<file path="config.mk">
export PLATFORM = sky130hd
export DESIGN_NAME = mcx_core
export DESIGN_NICKNAME = d
export VERILOG_FILES = /design/src/include/mcx_pkg.sv /design/src/include/mcx_stack_if.sv /design/src/verilog/mcx_stack_mem.sv /design/src/verilog/mcx_wdt_clr.sv /design/src/verilog/mcx_core.sv
export VERILOG_INCLUDE_DIRS = /design/src /design/src/include
export SDC_FILE = /design/constraint.sdc
export NUM_CORES = 1
export LEC_CHECK = 0
export BUFFER_PORTS_ARGS = -buffer_cell sky130_fd_sc_hd__buf_2
export CAP_MARGIN = 10
export CELL_PAD_IN_SITES_DETAIL_PLACEMENT = 1
export CELL_PAD_IN_SITES_GLOBAL_PLACEMENT = 1
export CORE_MARGIN = 2
export CORE_UTILIZATION = 43
export CTS_CLUSTER_DIAMETER = 150
export DETAILED_ROUTE_END_ITERATION = 12
export PLACE_DENSITY_LB_ADDON = 0.1
export SLEW_MARGIN = 0
export SYNTH_ARGS = -nofsm -noshare
export SYNTH_HDL_FRONTEND = slang
export SYNTH_SLANG_ARGS = --single-unit
export TNS_END_PERCENT = 50
</file>
<file path="constraint.sdc">
create_clock -name mclk -period 3.8 [get_ports mclk]
set_input_delay 0.76 -clock mclk [delete_from_list [all_inputs] [get_ports mclk]]
set_output_delay 0.76 -clock mclk [all_outputs]
set_load 0.01 [all_outputs]
</file>
<file path="src/include/mcx_defines.svh">
// Constants for the instruction execute block
`ifndef MCX_DEFINES_SVH
`define MCX_DEFINES_SVH

`define MCX_CLK_PERIOD_NS   100
`define MCX_PHASES          4
`define MCX_PC_W            13
`define MCX_INSTR_W         14
`define MCX_STACK_DEPTH     8

// Opcode patterns (instruction bits 13:11, 13:10, 13:8 or 13:7; clear watchdog uses all 14 bits)
`define MCX_OP_CALL         3'h4
`define MCX_OP_GOTO         3'h5
`define MCX_OP_CLRREG       7'h03
`define MCX_OP_CLRACC       7'h02
`define MCX_OP_CLEAR_WATCHDOG_OP       14'h0064
`define MCX_OP_INVERT_REGISTER_OP         6'h09
`define MCX_OP_DECREMENT_REGISTER_OP         6'h03
`define MCX_OP_DECREMENT_SKIP_ZERO_OP       6'h0b
`define MCX_OP_INCREMENT_REGISTER_OP         6'h0a
`define MCX_OP_INCREMENT_SKIP_ZERO_OP       6'h0f
`define MCX_OP_OR_LITERAL_OP        6'h38
`define MCX_OP_BIT_TEST_SKIP_SET_OP        4'h7

`define MCX_RESET_VECTOR    13'h0000
`define MCX_ACC_RESET       8'h00

`endif

</file>
<file path="src/include/mcx_pkg.sv">
// Types shared by the instruction execute block
package mcx_pkg;
   typedef enum logic [3:0] {
      MCX_Q1 = 4'h1,
      MCX_Q2 = 4'h2,
      MCX_Q3 = 4'h4,
      MCX_Q4 = 4'h8
   } mcx_phase_e;

   typedef enum logic [3:0] {
      MCX_K_NOP   = 4'h0,
      MCX_K_CALL  = 4'h1,
      MCX_K_GOTO  = 4'h2,
      MCX_K_CLEAR_REGISTER_OP  = 4'h3,
      MCX_K_CLEAR_ACCUMULATOR_OP  = 4'h4,
      MCX_K_CLRWD = 4'h5,
      MCX_K_INVERT_REGISTER_OP  = 4'h6,
      MCX_K_DEC   = 4'h7,
      MCX_K_DECSZ = 4'h8,
      MCX_K_INC   = 4'h9,
      MCX_K_INCSZ = 4'ha,
      MCX_K_IORL  = 4'hb,
      MCX_K_BTSS  = 4'hc
   } mcx_kind_e;

   typedef logic [12:0] mcx_pc_t;
endpackage

</file>
<file path="src/include/mcx_stack_if.sv">
// Return stack port between the core and its stack memory
`timescale 1ns/1ps
interface mcx_stack_if;
   logic        push;
   logic [12:0] push_data;
   logic [12:0] stack_head;
   modport core  (output push, output push_data, input stack_head);
   modport store (input push, input push_data, output stack_head);
endinterface

</file>
<file path="src/verilog/mcx_stack_mem.sv">
// Circular return stack memory with registered head output
`timescale 1ns/1ps
`include "mcx_defines.svh"
module mcx_stack_mem (
   input  wire logic   clk,
   input  wire logic   rst_n,
   mcx_stack_if.store  stk
);
   import mcx_pkg::*;

   logic [12:0] mem [0:`MCX_STACK_DEPTH-1];
   logic [2:0]  ptr;
   wire  [2:0]  next_ptr = ptr + 3'h1;

   always_ff @(posedge clk or negedge rst_n) begin
      if (!rst_n) begin
         ptr            <= 3'h0;
         stk.stack_head <= 13'h0000;
      end else if (stk.push) begin
         ptr            <= next_ptr;
         stk.stack_head <= stk.push_data;
      end
   end

   always_ff @(posedge clk) begin
      if (stk.push) begin
         mem[next_ptr] <= stk.push_data;
      end
   end
endmodule // mcx_stack_mem

</file>
<file path="src/verilog/mcx_wdt_clr.sv">
// Watchdog counter and prescaler count with clear request
`timescale 1ns/1ps
module mcx_wdt_clr (
   input  wire logic       clk,
   input  wire logic       rst_n,
   input  wire logic       clear,
   input  wire logic       tick,
   input  wire logic [2:0] ratio,
   output logic      [7:0] count,
   output logic      [7:0] pre_count
);
   wire [7:0] pre_lim = 8'h01 << ratio;
   wire       pre_end = (pre_count + 8'h01) >= pre_lim;

   // Clear touches only the running counts, never ratio or assignment
   always_ff @(posedge clk or negedge rst_n) begin
      if (!rst_n) begin
         count     <= 8'h00;
         pre_count <= 8'h00;
      end else if (clear) begin
         count     <= 8'h00;
         pre_count <= 8'h00;
      end else if (tick) begin
         pre_count <= pre_end ? 8'h00 : pre_count + 8'h01;
         count     <= pre_end ? count + 8'h01 : count;
      end
   end
endmodule // mcx_wdt_clr

</file>
<file path="src/verilog/mcx_core.sv">
// Instruction decode and execute for a subset of the core's set
//
// Overview of operation
// - Call pushes next address, loads PC
// - Call takes two cycles, second idle
// - Goto loads PC, no push, two cycles
// - Clear register writes zero, sets zero
// - Clear accumulator, sets zero, low bits ignored
// - Clear watchdog counts, set both status flags
// - Prescaler ratio and assignment stay unchanged
// - Complement register into chosen destination
// - Decrement register into chosen destination
// - Decrement and skip on zero, flags untouched
// - Skip replaces prefetched instruction by idle
// - Increment modulo 256 into chosen destination
// - Increment and skip on wrap, flags untouched
// - OR literal into accumulator, update zero
// - Bit test skips when selected bit set
// - Four phases: decode, read, process, write
`timescale 1ns/1ps
`include "mcx_defines.svh"
module mcx_core (
   input  wire logic          mclk,
   input  wire logic          nrst,
   input  wire logic [13:0]   instr_data,
   output logic      [12:0]   pc,
   output logic      [6:0]    file_addr,
   input  wire logic [7:0]    file_rdata,
   output logic      [7:0]    file_wdata,
   output logic               file_we,
   output logic      [7:0]    acc,
   output logic               zero_flag,
   output logic               watchdog_expiry_flag_n,
   output logic               sleep_entry_flag_n,
   input  wire logic [4:0]    pc_upper_holding_latch,
   input  wire logic [2:0]    wdt_ratio,
   input  wire logic          wdt_tick,
   output logic      [7:0]    watchdog_counter,
   output logic      [12:0]   stack_head,
   output logic      [3:0]    phase
);
   import mcx_pkg::*;

   // ------------------------------------------------------------
   // Reset release
   // ------------------------------------------------------------
   logic rst_s1;
   logic rst_n;
   always_ff @(posedge mclk or negedge nrst) begin
      if (!nrst) begin
         rst_s1 <= 1'b0;
         rst_n  <= 1'b0;
      end else begin
         rst_s1 <= 1'b1;
         rst_n  <= rst_s1;
      end
   end

   // ------------------------------------------------------------
   // Phase sequencer
   // ------------------------------------------------------------
   mcx_phase_e q;
   mcx_phase_e next_q;
   always_comb begin
      case (q)
         MCX_Q1:  next_q = MCX_Q2;
         MCX_Q2:  next_q = MCX_Q3;
         MCX_Q3:  next_q = MCX_Q4;
         MCX_Q4:  next_q = MCX_Q1;
         default: next_q = MCX_Q1;
      endcase
   end
   always_ff @(posedge mclk or negedge rst_n) begin
      if (!rst_n) q <= MCX_Q1;
      else        q <= next_q;
   end

   // ------------------------------------------------------------
   // Decode
   // ------------------------------------------------------------
   logic [13:0] ir;
   logic        flush;
   logic [7:0]  opnd;
   logic [7:0]  result;
   mcx_kind_e   kind;

   wire       dest_f  = ir[7];
   wire [6:0] f_field = ir[6:0];
   wire [2:0] b_field = ir[9:7];
   wire [7:0] lit8    = ir[7:0];
   wire [10:0] lit11  = ir[10:0];

   always_comb begin
      if (ir[13:11] == `MCX_OP_CALL)             kind = MCX_K_CALL;
      else if (ir[13:11] == `MCX_OP_GOTO)        kind = MCX_K_GOTO;
      else if (ir[13:7] == `MCX_OP_CLRREG)       kind = MCX_K_CLEAR_REGISTER_OP;
      else if (ir[13:7] == `MCX_OP_CLRACC)       kind = MCX_K_CLEAR_ACCUMULATOR_OP;
      else if (ir == `MCX_OP_CLEAR_WATCHDOG_OP)             kind = MCX_K_CLRWD;
      else if (ir[13:8] == `MCX_OP_INVERT_REGISTER_OP)         kind = MCX_K_INVERT_REGISTER_OP;
      else if (ir[13:8] == `MCX_OP_DECREMENT_REGISTER_OP)         kind = MCX_K_DEC;
      else if (ir[13:8] == `MCX_OP_DECREMENT_SKIP_ZERO_OP)       kind = MCX_K_DECSZ;
      else if (ir[13:8] == `MCX_OP_INCREMENT_REGISTER_OP)         kind = MCX_K_INC;
      else if (ir[13:8] == `MCX_OP_INCREMENT_SKIP_ZERO_OP)       kind = MCX_K_INCSZ;
      else if (ir[13:8] == `MCX_OP_OR_LITERAL_OP)        kind = MCX_K_IORL;
      else if (ir[13:10] == `MCX_OP_BIT_TEST_SKIP_SET_OP)       kind = MCX_K_BTSS;
      else                                       kind = MCX_K_NOP;
   end

   // A flushed cycle executes nothing at all
   wire       live      = !flush;
   wire       is_branch = live && (kind == MCX_K_CALL || kind == MCX_K_GOTO);
   wire [12:0] br_tgt   = {pc_upper_holding_latch[4:3], lit11};

   wire [7:0] inc_val = opnd + 8'h01;
   wire [7:0] dec_val = opnd - 8'h01;
   logic [7:0] alu;
   always_comb begin
      case (kind)
         MCX_K_CLEAR_REGISTER_OP:  alu = 8'h00;
         MCX_K_CLEAR_ACCUMULATOR_OP:  alu = 8'h00;
         MCX_K_INVERT_REGISTER_OP:  alu = ~opnd;
         MCX_K_DEC,
         MCX_K_DECSZ: alu = dec_val;
         MCX_K_INC,
         MCX_K_INCSZ: alu = inc_val;
         MCX_K_IORL:  alu = acc | lit8;
         default:     alu = opnd;
      endcase
   end

   wire wr_acc = live && ((kind == MCX_K_CLEAR_ACCUMULATOR_OP) || (kind == MCX_K_IORL) ||
                 (!dest_f && (kind == MCX_K_INVERT_REGISTER_OP || kind == MCX_K_DEC ||
                  kind == MCX_K_DECSZ || kind == MCX_K_INC ||
                  kind == MCX_K_INCSZ)));
   wire wr_reg = live && ((kind == MCX_K_CLEAR_REGISTER_OP) ||
                 (dest_f && (kind == MCX_K_INVERT_REGISTER_OP || kind == MCX_K_DEC ||
                  kind == MCX_K_DECSZ || kind == MCX_K_INC ||
                  kind == MCX_K_INCSZ)));
   wire upd_z  = live && (kind == MCX_K_CLEAR_REGISTER_OP || kind == MCX_K_CLEAR_ACCUMULATOR_OP ||
                 kind == MCX_K_INVERT_REGISTER_OP || kind == MCX_K_DEC ||
                 kind == MCX_K_INC || kind == MCX_K_IORL);
   wire bit_set = opnd[b_field];
   wire do_skip = live && (((kind == MCX_K_DECSZ || kind == MCX_K_INCSZ)
                  && result == 8'h00) ||
                  (kind == MCX_K_BTSS && bit_set));
   wire do_wdt  = live && (kind == MCX_K_CLRWD);

   // ------------------------------------------------------------
   // Execution pipeline across phases
   // ------------------------------------------------------------
   always_ff @(posedge mclk or negedge rst_n) begin
      if (!rst_n) begin
         ir    <= 14'h0000;
         flush <= 1'b1;
         opnd  <= 8'h00;
         result <= 8'h00;
      end else begin
         case (q)
            MCX_Q1: opnd <= 8'h00;
            MCX_Q2: opnd <= file_rdata;
            MCX_Q3: result <= alu;
            MCX_Q4: begin
               ir <= instr_data;
               // Branch or skip discards the prefetched word
               flush <= is_branch || do_skip;
            end
            default: opnd <= opnd;
         endcase
      end
   end

   always_ff @(posedge mclk or negedge rst_n) begin
      if (!rst_n) begin
         pc         <= `MCX_RESET_VECTOR;
         file_addr  <= 7'h00;
         file_wdata <= 8'h00;
         file_we    <= 1'b0;
         acc        <= `MCX_ACC_RESET;
         zero_flag  <= 1'b0;
         watchdog_expiry_flag_n <= 1'b1;
         sleep_entry_flag_n     <= 1'b1;
         phase      <= 4'h1;
      end else begin
         phase     <= next_q;
         file_we   <= (q == MCX_Q3) && wr_reg;
         file_addr <= f_field;
         if (q == MCX_Q3) file_wdata <= alu;
         if (q == MCX_Q4) begin
            if (wr_acc) acc <= result;
            if (upd_z) zero_flag <= (result == 8'h00);
            if (do_wdt) begin
               watchdog_expiry_flag_n <= 1'b1;
               sleep_entry_flag_n     <= 1'b1;
            end
            pc <= is_branch ? br_tgt : pc + 13'h0001;
         end
      end
   end

   // ------------------------------------------------------------
   // Return stack and watchdog
   // ------------------------------------------------------------
   mcx_stack_if stk ();
   assign stk.push      = (q == MCX_Q4) && live && (kind == MCX_K_CALL);
   // ir was fetched at pc - 1, so pc holds the return address here
   assign stk.push_data = pc;

   mcx_stack_mem u_stack (
      .clk   (mclk),
      .rst_n (rst_n),
      .stk   (stk)
   );
   assign stack_head = stk.stack_head;

   wire       wdt_clear = (q == MCX_Q4) && do_wdt;
   logic [7:0] pre_cnt_unused;
   mcx_wdt_clr u_wdt (
      .clk       (mclk),
      .rst_n     (rst_n),
      .clear     (wdt_clear),
      .tick      (wdt_tick),
      .ratio     (wdt_ratio),
      .count     (watchdog_counter),
      .pre_count (pre_cnt_unused)
   );

   // ------------------------------------------------------------
   // Checks
   // ------------------------------------------------------------
   a_phase_cycle: assert property (@(posedge mclk) disable iff (!rst_n)
      q == MCX_Q1 |=> q == MCX_Q2 ##1 q == MCX_Q3 ##1 q == MCX_Q4)
      else $error("phase order broken");
   a_call_target: assert property (@(posedge mclk) disable iff (!rst_n)
      (q == MCX_Q4 && live && kind == MCX_K_CALL) |=>
      pc == $past(br_tgt) && stack_head == $past(pc))
      else $error("call target or push wrong");
   a_branch_idle: assert property (@(posedge mclk) disable iff (!rst_n)
      (q == MCX_Q4 && is_branch) |=> flush [*4])
      else $error("branch second cycle not idle");
   a_goto_nopush: assert property (@(posedge mclk) disable iff (!rst_n)
      (q == MCX_Q4 && live && kind == MCX_K_GOTO) |-> !stk.push)
      else $error("goto pushed");
   a_zero_follow: assert property (@(posedge mclk) disable iff (!rst_n)
      (q == MCX_Q4 && upd_z) |=>
      zero_flag == ($past(result) == 8'h00))
      else $error("zero flag mismatch");
   a_clr_reg: assert property (@(posedge mclk) disable iff (!rst_n)
      (q == MCX_Q3 && live && kind == MCX_K_CLEAR_REGISTER_OP) |=>
      file_we && file_wdata == 8'h00 ##1 zero_flag)
      else $error("clear register failed");
   a_clr_acc: assert property (@(posedge mclk) disable iff (!rst_n)
      (q == MCX_Q4 && live && kind == MCX_K_CLEAR_ACCUMULATOR_OP) |=>
      acc == 8'h00 && zero_flag)
      else $error("clear accumulator failed");
   a_wdt_clear: assert property (@(posedge mclk) disable iff (!rst_n)
      wdt_clear |=> watchdog_counter == 8'h00 &&
      watchdog_expiry_flag_n && sleep_entry_flag_n)
      else $error("watchdog clear failed");
   a_skip_flush: assert property (@(posedge mclk) disable iff (!rst_n)
      (q == MCX_Q4 && do_skip) |=> flush)
      else $error("skip did not discard");
   a_skip_noflag: assert property (@(posedge mclk) disable iff (!rst_n)
      (q == MCX_Q4 && live && (kind == MCX_K_DECSZ ||
      kind == MCX_K_INCSZ)) |=> $stable(zero_flag))
      else $error("skip op changed flag");
   a_or_lit: assert property (@(posedge mclk) disable iff (!rst_n)
      (q == MCX_Q3 && live && kind == MCX_K_IORL) |=>
      ##1 acc == ($past(acc, 2) | $past(lit8, 2)))
      else $error("or literal wrong");

   c_call:  cover property (@(posedge mclk) stk.push);
   c_skip:  cover property (@(posedge mclk) q == MCX_Q4 && do_skip);
   c_wdt:   cover property (@(posedge mclk) wdt_clear);
   c_wrap:  cover property (@(posedge mclk)
      q == MCX_Q4 && live && kind == MCX_K_INCSZ && result == 8'h00);
endmodule // mcx_core

</file>
==> flow_metrics.py <==
metrics = {
    "outcome": {
        "status": "complete, no violations",
    },
    "global_routing": {
        "grt_pass1_vias": 4820,
        "grt_antenna_before_repair": 0,
        "overflow": 0,
        "grt_util_all_layers": 0.245,
        "grt_pass1_wl_microns": 25200,
        "grt_start_max_net_pins": 74,
    },
    "sta": {
        "finalMaxSlewViolations": 0,
        "final-hold-violation-count": 0,
        "relSlewSlack": 0.368,
        "clock_skew_ps": 7.58,
        "min_period_over_period": 0.958,
        "fmax_ghz": 0.275,
        "setup_viol": 0,
        "rsz0062_at_grt": "yes",
        "fin_crit_ps": 3640,
        "tightestPinTransition_ps": 948,
    },
    "logic_synthesis": {
        "synthArstFlopShare": 1.00,
        "synth_top_area_frac": 0.446,
        "synth_edf_count": 0,
        "syn-cell-area_sq_mm": 0.00528,
        "seq_area_frac_synth": 0.456,
        "avgSynthCellArea_sq_um": 9.58,
        "yosysTopAreaCell": "dfrtp_1",
        "synth_warnings": 0,
        "ys.flop_type": "dfrtp_1",
        "netlist_instances": 551,
        "synthTopCellsByArea": "dfrtp_1 45%, nand2_1 5.8%, ha_1 4.0%",
        "synth-seq-cells": 96,
        "synthDistinctLibCells": 69,
    },
    "setup_path": {
        "critPathBufInv": 0,
        "critical_path.max_stage_delay_ps": 460,
        "cp-end-kind": "flop",
        "critPathArrivalTime_ps": 3910,
        "critPathKind": "flop to flop",
        "crit_family": "compound AO/OA/AOI/OAI gates",
        "crit_path_frequent_cell": "o31ai_4",
        "worst_path_max_delay_cell": "dfrtp_2",
        "crit_required_ps": 4070,
        "start_kind": "flop",
        "critPathMaxFanout": 6,
        "crit_chain": "nor4_4 > nand2b_1 > o41a_1 > a21boi_2 > nor2_2 > o31ai_4 > ha_1 > a21oi_4 > nor2_4 > o31ai_4 > o311ai_4 > or4_4 > a31o_2 > a31oi_1",
    },
    "layout": {
        "nFillCells": 1397,
        "syn_to_final_growth_pct": 22.9,
        "fin_area_sq_mm": 0.00648,
        "drive_gt1_frac": 0.285,
        "final_cell_mix": "92 x buf_2, 91 x dfrtp_1, 82 x nand2_1",
        "layout_commonest_cell": "buf_2",
        "n_antenna_cell": 0,
        "fin_nets": 719,
        "fin_cells": 820,
    },
    "floorplan": {
        "rows": 40,
        "core-area_sq_mm": 0.0120,
        "fp.dieArea_sq_mm": 0.0132,
        "die_h_microns": 115,
        "ios": 98,
        "dieWidth_microns": 115,
        "initial_core_util": 0.439,
    },
    "clock_network": {
        "numCtsBuffers": 9,
        "cts_tree": "built",
        "path_clk_slew_ps": 70,
        "clockBufferDepth": 2,
        "cts_root_buf": "clkbuf_16",
        "clk_latency_ps": 350,
        "htreeDepth": 3,
        "clock_sinks": 96,
        "hold_buffers": 0,
    },
    "pwr": {
        "p_per_area_mw_per_mm2": 495,
        "p_leak_uw": 0.00298,
        "clockPowerShare": 0.264,
        "vdd_drop_max_mv": 0.203,
        "netSwitchingFraction": 0.353,
        "switchingPower_uw": 1130,
        "p_comb_frac": 0.296,
        "seqPwrFrac": 0.440,
        "p_int_uw": 2080,
    },
    "detailed_routing": {
        "routed_wl_microns": 15500,
        "firstDrtPassIters": 4,
        "drtAntennaViolNets": 0,
        "drt-initial-drc-count": 207,
        "wl_per_cell_microns": 18.9,
        "via_per_inst": 5.75,
        "drc_errors": 0,
        "num_vias": 4713,
    },
    "placed_design": {
        "gp_congestion": 0.881,
        "port_buffers": 92,
        "placed_cells": 798,
        "dpl.hpwl_microns": 11500,
        "placed_cell_area_sq_mm": 0.00606,
    },
    "worst_hold_path": {
        "hold_class": "primary input to async pin",
    },
    "run": {
        "cap_violations": 0,
    },
}
==> cell usage after synthesis, drive strengths merged, types with 3 or more instances <==
cell	n
a21o	4
a21oi	42
a22o	8
a31oi	6
and2	4
and3	10
buf	12
clkbuf	17
dfrtp	94
ha	17
inv	5
mux2	23
nand2	82
nand2b	7
nand3	22
nand3b	9
nand4	6
nor2	38
nor2b	7
nor3	8
nor3b	6
nor4	3
nor4b	5
o211ai	5
o21a	4
o21ai	38
o21bai	3
o22ai	5
o311ai	3
o31ai	4
or3	3
or3b	3
or4	6
xnor2	11
xor2	6
==> worst register-to-register path, stage by stage, from the launching register on <==
cell	delay [ps]
dfrtp_2	460
nor4_4	320
nand2b_1	120
o41a_1	450
a21boi_2	180
nor2_2	80
o31ai_4	110
ha_1	340
a21oi_4	200
nor2_4	60
o31ai_4	270
o311ai_4	160
or4_4	450
a31o_2	220
a31oi_1	150
==> power by group through the flow <==
stage | combinational, uW | sequential [uW] | clock (uW)
final | 951 | 1410 | 849
after detailed placement | 935 | 1430 | 0
after global routing | 1060 | 1440 | 912
after floorplan | 537 | 1440 | 0
after CTS | 943 | 1410 | 868
after global placement | 894 | 1420 | 0
==> logic make-up after synthesis <==
family | Yosys count | share of synthesized area
simple gates | 225 | 0.221
compound gates | 133 | 0.158
flops | 96 | 0.456
buf+inv | 34 | 0.0308
mux | 27 | 0.0614
fa+ha+maj | 18 | 0.0441
xor+xnor | 17 | 0.0282
other cells | 1 | 0.000711
==> path summary, 6_finish.rpt <==
check | start | cells past startpoint | slack [ps] | endpoint
worst max-delay path | ir[9] | 14 | 160 | file_wdata[7]
worst min-delay path | nrst | 1 | 180 | rst_n
worst max register to register | ir[9] | 14 | 160 | file_wdata[7]
worst min register to register | rst_s1 | 0 | 350 | rst_n
max in group asynchronous | rst_n | 1 | 2410 | phase[0]
min in group mclk | rst_s1 | 0 | 350 | rst_n
==> registers in the layout, summed over array words and instances, names as in the netlist <==
register	count
u_stack.stk.stack_head	13
pc	13
file_wdata	8
rst_n	1
opnd	8
u_wdt.count	8
phase	4
acc	8
file_we	1
zero_flag	1
flush	1
ir	14
file_addr	7
rst_s1	1
u_wdt.pre_count	8
==> stage by stage <==
step / power, uW / TNS [ps] / utilization / setup slack [ps] / hold WS (ps)
2_1_floorplan: 1980 / 0 / - / 94.1 / 331
3_3_place_gp: 2310 / -168 / 0.504 / -168 / 336
3_5_place_dp: 2370 / -406 / 0.504 / -406 / 345
4_1_cts: 3220 / 0 / 0.529 / 5.55 / 171
5_1_grt: 3420 / -20.2 / 0.540 / -20.2 / 177
6_report: 3210 / 0 / 0.540 / 161 / 181
==> routing by layer <==
| layer | track usage | routed length, microns | vias up | part of all wire |
|---|---|---|---|---|
| li1 | - | - | 2229 | - |
| met1 | 0.323 | 6960 | 2375 | 0.45 |
| met2 | 0.411 | 7840 | 85 | 0.50 |
| met3 | 0.0311 | 389 | 24 | 0.025 |
| met4 | 0.101 | 342 | 0 | 0.022 |
| met5 | 0 | 0 | - | 0 |
==> layout make-up <==
class | count | area [sq um] | area share
clock inverter | 4 | 30.0 | 0.00463
timing repair buffer | 133 | 768 | 0.118
inverter | 5 | 18.8 | 0.00289
sequential | 96 | 2410 | 0.372
multi-input combinational | 423 | 2840 | 0.437
tap | 147 | 184 | 0.0284
clock buffer | 12 | 236 | 0.0365
==> timing repair <==
item | 4_1_cts | 5_1_grt
pin swaps | 1 | 14
setup buffers | 2 | 5
resized for setup | 4 | 20
endpoints found under the setup margin | 1 | 1
Note: power is estimated with default switching activity, not from simulation.
